### config.mk
export PLATFORM = sky130hd
export DESIGN_NAME = wsc_wakeup_controller
export DESIGN_NICKNAME = d
export VERILOG_FILES = /design/src/logic/wsc_wakeup_controller.v /design/src/logic/wsc_rate_divider.v
export VERILOG_INCLUDE_DIRS = /design/src /design/src/pkg
export SDC_FILE = /design/constraint.sdc
export NUM_CORES = 1
export LEC_CHECK = 0
export ABC_AREA = 0
export BUFFER_PORTS_ARGS = -buffer_cell sky130_fd_sc_hd__clkbuf_2
export CORE_MARGIN = 1
export CORE_UTILIZATION = 40
export CTS_CLUSTER_SIZE = 8
export DETAILED_ROUTE_END_ITERATION = 10
export MAX_ROUTING_LAYER = met4
export PLACE_DENSITY_LB_ADDON = 0.25
export SKIP_CTS_REPAIR_TIMING = 1
export SLEW_MARGIN = 20
export SYNTH_ARGS = -nofsm -noshare
export SYNTH_HDL_FRONTEND = slang
export SYNTH_SLANG_ARGS = --single-unit
### constraint.sdc
create_clock -name clk_sys -period 2.45 [get_ports clk_sys]
set_clock_uncertainty 0.1 [all_clocks]
set_input_delay 0.1225 -clock clk_sys [delete_from_list [all_inputs] [get_ports clk_sys]]
set_output_delay 0.1225 -clock clk_sys [all_outputs]
set_load 0.005 [all_outputs]
### src/pkg/wsc_regs.vh
// constants for the wake-up source controller
`ifndef WSC_REGS_VH
`define WSC_REGS_VH
// ==========================================================
// wake source / cause field positions
`define WSC_RATE_HI        7
`define WSC_RATE_LO        6
`define WSC_BIT_SELECT     4
`define WSC_BIT_IRQIN      3
`define WSC_BIT_TAG        1
`define WSC_BIT_TIMEOUT    0
`define WSC_RESERVED_MASK  8'h24
`define WSC_SOURCE_RESET   8'h08
`define WSC_CAUSE_RESET    8'h00
// ==========================================================
// timing
`define WSC_CLK_HZ         50000000
`define WSC_OSC_HZ_32K     32000
`define WSC_OSC_DIV_32K    (`WSC_CLK_HZ / `WSC_OSC_HZ_32K)
`define WSC_REF_PERIODS    256
// ==========================================================
// register-read selectors
`define WSC_SEL_SOURCE     1'b0
`define WSC_SEL_CAUSE      1'b1
`endif

### src/logic/wsc_wakeup_controller.v
// wake-up source controller for the low-power wait state
// Overview of operation
// - source bits 7:6 pick slow oscillator rate
// - bit 4 wakes on low serial-select
// - bit 3 wakes on low interrupt input
// - bit 1 wakes on tag detected
// - bit 0 wakes at timeout, back to ready
// - timeout = max sleep * (period+1) * unit
// - time unit is 256 oscillator periods
// - idle command loads source register
// - cause register updated on leaving wait
// - cause readable by read and idle reply
`timescale 1ns/10ps
`include "wsc_regs.vh"
module wsc_wakeup_controller #(
   parameter DIV_32K = `WSC_OSC_DIV_32K
) (
   clk_sys,
   resetn,
   idleStart,
   idleSource,
   maxSleepCount,
   wakePeriodValue,
   regReadReq,
   regReadSel,
   selectPinN,
   irqInPinN,
   tagDetected,
   waitActive,
   idleDone,
   idleReply,
   regReadValid,
   regReadData,
   oscRun
);
   input              clk_sys;
   input              resetn;
   input              idleStart;
   input  [7:0]       idleSource;
   input  [4:0]       maxSleepCount;
   input  [7:0]       wakePeriodValue;
   input              regReadReq;
   input              regReadSel;
   input              selectPinN;
   input              irqInPinN;
   input              tagDetected;
   output reg         waitActive;
   output reg         idleDone;
   output reg [7:0]   idleReply;
   output reg         regReadValid;
   output reg [7:0]   regReadData;
   output reg         oscRun;

   // two states: ready, and waiting for a wake event
   localparam ST_READY = 1'b0;
   localparam ST_WAIT  = 1'b1;

   // ==========================================================
   // pin synchronisers
   // reset to the idle high level so no false wake follows reset
   reg [1:0] selSync_reg;
   reg [1:0] irqSync_reg;
   always @(posedge clk_sys or negedge resetn) begin
      if (!resetn) begin
         selSync_reg <= 2'b11;
         irqSync_reg <= 2'b11;
      end else begin
         selSync_reg <= {selSync_reg[0], selectPinN};
         irqSync_reg <= {irqSync_reg[0], irqInPinN};
      end
   end
   wire selLow = ~selSync_reg[1];
   wire irqLow = ~irqSync_reg[1];

   // ==========================================================
   // state and registers
   reg        state_reg;
   reg [7:0]  wakeSourceConfig_reg;
   reg [7:0]  wakeCauseRecord_reg;
   reg [7:0]  refCnt_reg;
   // 13 bits hold the largest legal product of sleeps and periods
   reg [12:0] unitCnt_reg;
   reg [12:0] timeoutUnits_reg;
   wire       oscTick;

   // ==========================================================
   // slow oscillator
   // it only runs while waiting, which is where the power is saved
   wire       waitRun = (state_reg == ST_WAIT);
   wire [1:0] rateSel = wakeSourceConfig_reg[`WSC_RATE_HI:`WSC_RATE_LO];

   wsc_rate_divider #(
      .DIV_32K (DIV_32K)
   ) uRate (
      .clk_sys (clk_sys),
      .resetn  (resetn),
      .rateSel (rateSel),
      .run     (waitRun),
      .oscTick (oscTick)
   );

   // timeout length in reference units
   function [12:0] toUnits;
      input [4:0] sleeps;
      input [7:0] period;
      begin
         toUnits = sleeps * ({1'b0, period} + 9'h001);
      end
   endfunction

   // ==========================================================
   // wake decode
   // a compare, not an equality, so a saturated count still wakes
   wire timeoutHit = (unitCnt_reg >= timeoutUnits_reg);

   // one-hot cause, highest listed source first when several coincide
   reg [7:0] cause;
   always @* begin
      cause = 8'h00;
      if (wakeSourceConfig_reg[`WSC_BIT_SELECT] && selLow) begin
         cause[`WSC_BIT_SELECT] = 1'b1;
      end else if (wakeSourceConfig_reg[`WSC_BIT_IRQIN] && irqLow) begin
         cause[`WSC_BIT_IRQIN] = 1'b1;
      end else if (wakeSourceConfig_reg[`WSC_BIT_TAG] && tagDetected) begin
         cause[`WSC_BIT_TAG] = 1'b1;
      end else if (wakeSourceConfig_reg[`WSC_BIT_TIMEOUT] && timeoutHit) begin
         cause[`WSC_BIT_TIMEOUT] = 1'b1;
      end
   end

   // ==========================================================
   // reference unit and timeout counting
   wire waitEntry  = (state_reg == ST_READY) && idleStart;
   wire refUnitEnd = oscTick && (refCnt_reg == `WSC_REF_PERIODS - 1);

   // counters clear on entry so each wait is timed from its own start
   always @(posedge clk_sys or negedge resetn) begin
      if (!resetn) begin
         refCnt_reg  <= 8'h00;
         unitCnt_reg <= 13'h0000;
      end else if (waitEntry) begin
         refCnt_reg  <= 8'h00;
         unitCnt_reg <= 13'h0000;
      end else if (waitRun) begin
         if (oscTick) begin
            refCnt_reg <= refCnt_reg + 8'h01;
         end
         // saturate so an overlong wait cannot wrap back under the limit
         if (refUnitEnd && (unitCnt_reg != 13'h1fff)) begin
            unitCnt_reg <= unitCnt_reg + 13'h0001;
         end
      end
   end

   // ==========================================================
   // wait-state sequencing
   // an idle command that arrives while waiting is dropped unanswered
   always @(posedge clk_sys or negedge resetn) begin
      if (!resetn) begin
         state_reg            <= ST_READY;
         wakeSourceConfig_reg <= `WSC_SOURCE_RESET;
         wakeCauseRecord_reg  <= `WSC_CAUSE_RESET;
         timeoutUnits_reg     <= 13'h0000;
         waitActive           <= 1'b0;
         idleDone             <= 1'b0;
         idleReply            <= 8'h00;
         oscRun               <= 1'b0;
      end else begin
         idleDone <= 1'b0;
         case (state_reg)
            ST_READY: begin
               if (idleStart) begin
                  // reserved bits kept as zero so reads stay clean
                  wakeSourceConfig_reg <= idleSource & ~`WSC_RESERVED_MASK;
                  // product latched once; later parameter changes do not move it
                  timeoutUnits_reg     <= toUnits(maxSleepCount, wakePeriodValue);
                  state_reg            <= ST_WAIT;
                  waitActive           <= 1'b1;
                  oscRun               <= 1'b1;
               end
            end
            ST_WAIT: begin
               if (cause != 8'h00) begin
                  // cause and reply are written together so both reads agree
                  wakeCauseRecord_reg <= cause;
                  idleReply           <= cause;
                  idleDone            <= 1'b1;
                  state_reg           <= ST_READY;
                  waitActive          <= 1'b0;
                  oscRun              <= 1'b0;
               end
            end
            default: begin
               // unreachable with two states; kept for safe recovery
               state_reg <= ST_READY;
            end
         endcase
      end
   end

   // ==========================================================
   // register-read command
   // selection is combinational, the answer is registered on the request edge
   wire [7:0] readMux = (regReadSel == `WSC_SEL_CAUSE) ?
                        wakeCauseRecord_reg : wakeSourceConfig_reg;

   always @(posedge clk_sys or negedge resetn) begin
      if (!resetn) begin
         regReadValid <= 1'b0;
         regReadData  <= 8'h00;
      end else begin
         regReadValid <= regReadReq;
         if (regReadReq) begin
            regReadData <= readMux;
         end
      end
   end
endmodule // wsc_wakeup_controller

### src/logic/wsc_rate_divider.v
// slow oscillator tick generator with selectable rate
`timescale 1ns/10ps
`include "wsc_regs.vh"
module wsc_rate_divider #(
   parameter DIV_32K = `WSC_OSC_DIV_32K
) (
   clk_sys,
   resetn,
   rateSel,
   run,
   oscTick
);
   input              clk_sys;
   input              resetn;
   input  [1:0]       rateSel;
   input              run;
   output reg         oscTick;

   // ==========================================================
   // base 32 kHz tick then power-of-two prescale
   reg [15:0] baseCnt_reg;
   reg [2:0]  preCnt_reg;
   wire       baseTick = (baseCnt_reg == DIV_32K - 1);
   wire [2:0] preMask = (3'b001 << rateSel) - 3'b001;

   always @(posedge clk_sys or negedge resetn) begin
      if (!resetn) begin
         baseCnt_reg <= 16'h0000;
         preCnt_reg  <= 3'h0;
         oscTick     <= 1'b0;
      end else if (!run) begin
         baseCnt_reg <= 16'h0000;
         preCnt_reg  <= 3'h0;
         oscTick     <= 1'b0;
      end else begin
         oscTick <= 1'b0;
         if (baseTick) begin
            baseCnt_reg <= 16'h0000;
            if ((preCnt_reg & preMask) == preMask) begin
               preCnt_reg <= 3'h0;
               oscTick    <= 1'b1;
            end else begin
               preCnt_reg <= preCnt_reg + 3'h1;
            end
         end else begin
            baseCnt_reg <= baseCnt_reg + 16'h0001;
         end
      end
   end
endmodule // wsc_rate_divider

After elaboration in Yosys (flattened, before gate mapping):

Index checks and enable logic that the tools add are counted.

* bitwise logic cells: 4
* multiply operators: 1
* $lt $le $gt $ge: 1
* $add $sub $neg: 6
* multiplexer cells: 31
* reduce and logical (&&, ||, !) cells: 16
* equal/unequal tests: 7
* shift operators: 1

Operators with widths (number)
* $mux W13: 3
* $mux W16: 2
* $mux W8: 4
* $add A16 B1 Y16 const B: 1
* $eq A16 B11 Y1 const B: 1
* $mux W1: 15
* $add A13 B1 Y13 const B: 1
* $ge A13 B13 Y1: 1
* $mul A5 B9 Y13: 1
* $ne A13 B13 Y1 const B: 1
* $reduce_and A2 Y1: 5
* $add A8 B1 Y9 const B: 1
* $mux W3: 3
* $add A8 B1 Y8 const B: 1
* $eq A8 B8 Y1 const B: 1
* $reduce_bool A8 Y1: 1
* $logic_and A1 B1 Y1: 7
* $reduce_bool A2 Y1: 3
* $mux W2: 2
* $ne A2 B1 Y1 const B: 2
* $pmux W1 S2: 2
* $add A3 B1 Y3 const B: 1
* $and A3 B3 Y3: 1
* $eq A3 B3 Y1: 1
* other kinds (4): 6

* logic and storage cells: 82
* output and inout bits: 20
* bits in registers: 80

Logic depth before layout (Yosys ltp):

* depth after elaboration: 9
* gate-level depth with buffers: 17
* depth with buffers taken out: 17

Modules after synthesis:

From an unflattened synthesis, not the netlist that was laid out.

* cells, all modules: 590
* area, all modules: 5427.7 um^2

Modules (own cells, without submodules)
* wsc_wakeup_controller: cells each 485, seq. area each 1457.6 um^2, times used 1, area each 4375.4 um^2
* wsc_rate_divider: cells each 105, seq. area each 500.5 um^2, times used 1, area each 1052.3 um^2

Worst setup path before layout:

No wires, ideal clock.

* kind: input to register
* from: input wakePeriodValue[0]
* to: register timeoutUnits_reg[10]
* library setup time: 0.095 ns
* buffers on the path: 1
* stages on the path: 16
* data required time: 2.255 ns
* path slack: -1.444 ns
* arrival: 3.698 ns
* path through: ha_1 -> nand3_1 -> xor2_1 -> nor2b_1 -> fa_1 -> fa_1 -> inv_1 -> fa_1 -> inv_1 -> ha_1 -> clkbuf_1 -> a41oi_1 -> a21boi_1 -> o21a_1 -> o21a_1 -> o31ai_1

* cells in the longest elaborated chain, start to end: 2

Ends and longest elaborated chain
* from (decl): RTL line wsc_wakeup_controller.v:41 `input [7:0] wakePeriodValue;`
* $add A8 B1 Y9: RTL line wsc_wakeup_controller.v:107 `toUnits = sleeps * ({1'b0, period} + 9'h001);`
* $mul A5 B9 Y13: RTL line wsc_wakeup_controller.v:107
* to (signal assigned): RTL line wsc_wakeup_controller.v:176 `timeoutUnits_reg <= toUnits(maxSleepCount, wakePeriodValue);`
* to (decl): RTL line wsc_wakeup_controller.v:83 `reg [12:0] timeoutUnits_reg;`

No other way between the ends.
A chain may end at the register's enable or synchronous reset.

Worst setup path after layout:

* from: input wakePeriodValue[1]
* to: register timeoutUnits_reg[11]

The elaborated chain is that of the path after synthesis.

==> impl_metrics.csv <==
group,metric,value,unit
timing,fin_crit_sh,1.42,
clock_tree,clock_sinks,78,
flow_run,cap_violations,0,
setup_path,crit_type,"input port to register",
setup_path,r2r_cells,8,
global_routing,grt_pass1_wl,18600,um
layout,area_delta_synth_final,29.3,%
floorplan,initial_utilization,0.413,
logic_synthesis,yosysTopAreaCellShare,0.348,
logic_synthesis,synth.largest_area_cell,"dfrtp_1",
route,vias_per_cell,4.94,
setup_path,cp_data_required_time,2.54,ns
floorplan,io_pins,49,
clock_tree,clk_pin_slew_worst_paths,0.06,ns
timing,slew_headroom,0.362,
global_routing,grt_antenna_before_repair,0,
setup_path,critPathLaunchType,"input port",
global_routing,first_global_vias,4099,
route,drt-met1-wl,5120,um
route,wl_met3,247,um
worst_hold_path,hold_depth,4,
clock_tree,cts-root-buf,"clkbuf_16",
route,detail-route-antenna-nets,0,
outcome,status,"finished, violations left",
global_routing,grt_max_degree,79,
logic_synthesis,yosysWarnings,0,
clock_tree,cts_buffers,9,
logic_synthesis,synth-async-reset-ratio,1.00,
layout,largest_reg_flops,16,
power,power.net_switching,0.00178,W
layout,finalNetCount,761,
placed_design,place_area,6090,um2
floorplan,rows,41,
timing,final_max_slew_viol_count,0,
clock_tree,clock_latency,0.34,ns
timing,rsz0062_at_grt,"yes",
logic_synthesis,synth_cells,564,
power,switching_share,0.350,
power,internal_power,0.00330,W
setup_path,end_kind,"register",
timing,fmax,288,MHz
placed_design,gp_congestion,0.851,
logic_synthesis,syn_area,5260,um2
power,peakVddDrop,0.394,mV
logic_synthesis,synthTopCellsByCount,"dfrtp_1 (73), nand2_1 (65), inv_1 (52)",
power,p_seq_frac,0.336,
timing,layout_setup_ws,-1.02,ns
route,num_vias,4195,
timing,hold_viol,0,
timing,fin_setup_tns,-6.82,ns
timing,tightest_slew,0.956,ns
layout,drive_gt1_frac,0.267,
clock_tree,cts_buffer_depth,2,
logic_synthesis,synth_cell_types,60,
setup_path,cp.arrival,3.55,ns
layout,fin_area,6800,um2
logic_synthesis,syn_area_per_cell,9.32,um2
global_routing,overflow,0,
logic_synthesis,synth_ff_type,"dfrtp_1",
outcome,violations,"negative setup slack",
setup_path,path_max_fanout,4,
layout,n_antenna_cell,0,
route,wl_per_cell,13.1,um
global_routing,track_usage,0.180,
route,drcViolationCount,0,
route,firstDrtPassIters,4,
logic_synthesis,seq_area_frac_synth,0.373,
route,initialDrtViolationCount,190,
route,dr_wl_met2,5640,um
placed_design,io_buffers,40,
power,power_density,748,nW/um2
logic_synthesis,ys_seq_elements,78,
floorplan,dieArea,13600,um2
floorplan,core-area,12700,um2
route,top_layer_used,"met4",
power,power_frac_comb,0.425,
logic_synthesis,synthMostInstantiatedCell,"dfrtp_1",
power,clkPwrFrac,0.239,
timing,setup_viol_count_final,9,
clock_tree,h-tree-depth,3,
power,p_leak,3.30,nW
floorplan,dieHeight,117,um
worst_hold_path,min_path_type,"input port to register",
logic_synthesis,yosys-top-cells-area,"dfrtp_1 (35%), ha_1 (9.5%), fa_1 (7.6%)",
logic_synthesis,synth_edf_count,0,
timing,period_needed,3.47,ns
clock_tree,cts_tree,"yes",
placed_design,dp_hpwl,8330,um
route,wl,11100,um
floorplan,dieWidth,117,um
-- per-layer routing --
| metal | GRT usage | vias up |
|---|---|---|
| li1 | - | 2092 |
| met1 | 0.215 | 2032 |
| met2 | 0.312 | 62 |
| met3 | 0.0327 | 9 |
| met4 | 0.0464 | 0 |
| met5 | - | - |
-- layout by cell type, fill, tap and decap left out, types with 9 or more instances in the layout --
master,netlist,layout
dlygate4sd3_1,0,11
a21oi_1,20,17
nor2_1,49,47
buf_6,1,10
nor2b_1,11,10
ha_1,40,31
inv_1,52,47
dfrtp_1,73,73
fa_1,20,19
o21ai_0,32,27
clkbuf_16,0,9
nand4_1,12,12
xnor2_1,13,10
xor2_1,24,21
and2_1,20,17
clkbuf_2,0,36
nand2_1,65,63
nand3_1,21,18
buf_4,7,53
-- final timing paths --
kind | endpoint | start | slack (ns)
max in group asynchronous | timeoutUnits_reg[7]$_DFFE_PN0P_ | resetn | 1.24
min | wakeCauseRecord_reg[1]$_DFFE_PN0P_ | tagDetected | 0.08
min in group asynchronous | regReadData[1]$_DFFE_PN0P_ | resetn | 0.39
max reg2reg | wakeCauseRecord_reg[4]$_DFFE_PN0P_ | unitCnt_reg[2]$_DFFE_PN0P_ | 0.19
min reg2reg | irqSync_reg[1]$_DFF_PN1_ | irqSync_reg[0]$_DFF_PN1_ | 0.25
max | timeoutUnits_reg[11]$_DFFE_PN0P_ | wakePeriodValue[1] | -1.02
-- power by group through the flow --
stage	registers, W	clock network [W]	logic (W)
CTS	0.00171	0.00124	0.00190
floorplan	0.00170	0	0.00131
global placement	0.00172	0	0.00184
detailed placement	0.00173	0	0.00189
finish	0.00171	0.00121	0.00216
global route	0.00174	0.00130	0.00243
-- critical path, stage by stage --
cell      delay (ns)
buf_8           0.08
ha_4            0.14
nand4_1         0.14
nor2_2          0.16
xor2_2          0.22
and2_4          0.18
fa_1            0.40
inv_1           0.08
fa_1            0.43
fa_1            0.51
inv_2           0.04
ha_4            0.21
a2111o_1        0.38
o31ai_2         0.22
xor2_1          0.19
o21ai_1         0.07
-- final cells by class --
type | instances | area [um2]
clock buffers | 12 | 246
clock inverters | 4 | 23.8
fillers | 1176 | 5930
inverters | 52 | 195
multi-input cells | 419 | 3330
flip-flops and latches | 78 | 1960
well taps | 172 | 215
repair buffers | 112 | 831
-- metrics by stage --
step           setup slack (ns)  instances  power, W   util  hold WS, ns
2_1_floorplan             -1.15        569   0.00301      -       -0.273
3_3_place_gp              -1.40        810   0.00355  0.479        0.112
3_5_place_dp              -1.55        810   0.00362  0.479        0.112
4_1_cts                   -1.19        826   0.00485  0.500       -0.245
5_1_grt                   -1.19        849   0.00547  0.534       0.0939
6_report                  -1.02        849   0.00508  0.534       0.0826
-- kinds of logic after synthesis --
kind of cell	share of synthesized area
AOI/OAI and AO/OA	0.105
xor gates and xnor gates	0.0617
adders and majority gates	0.171
buffers and inverters	0.0602
DFF	0.373
muxes	0.0181
other	0.000714
and+or+nand+nor	0.210
Note: power is estimated with default switching activity, not from simulation.
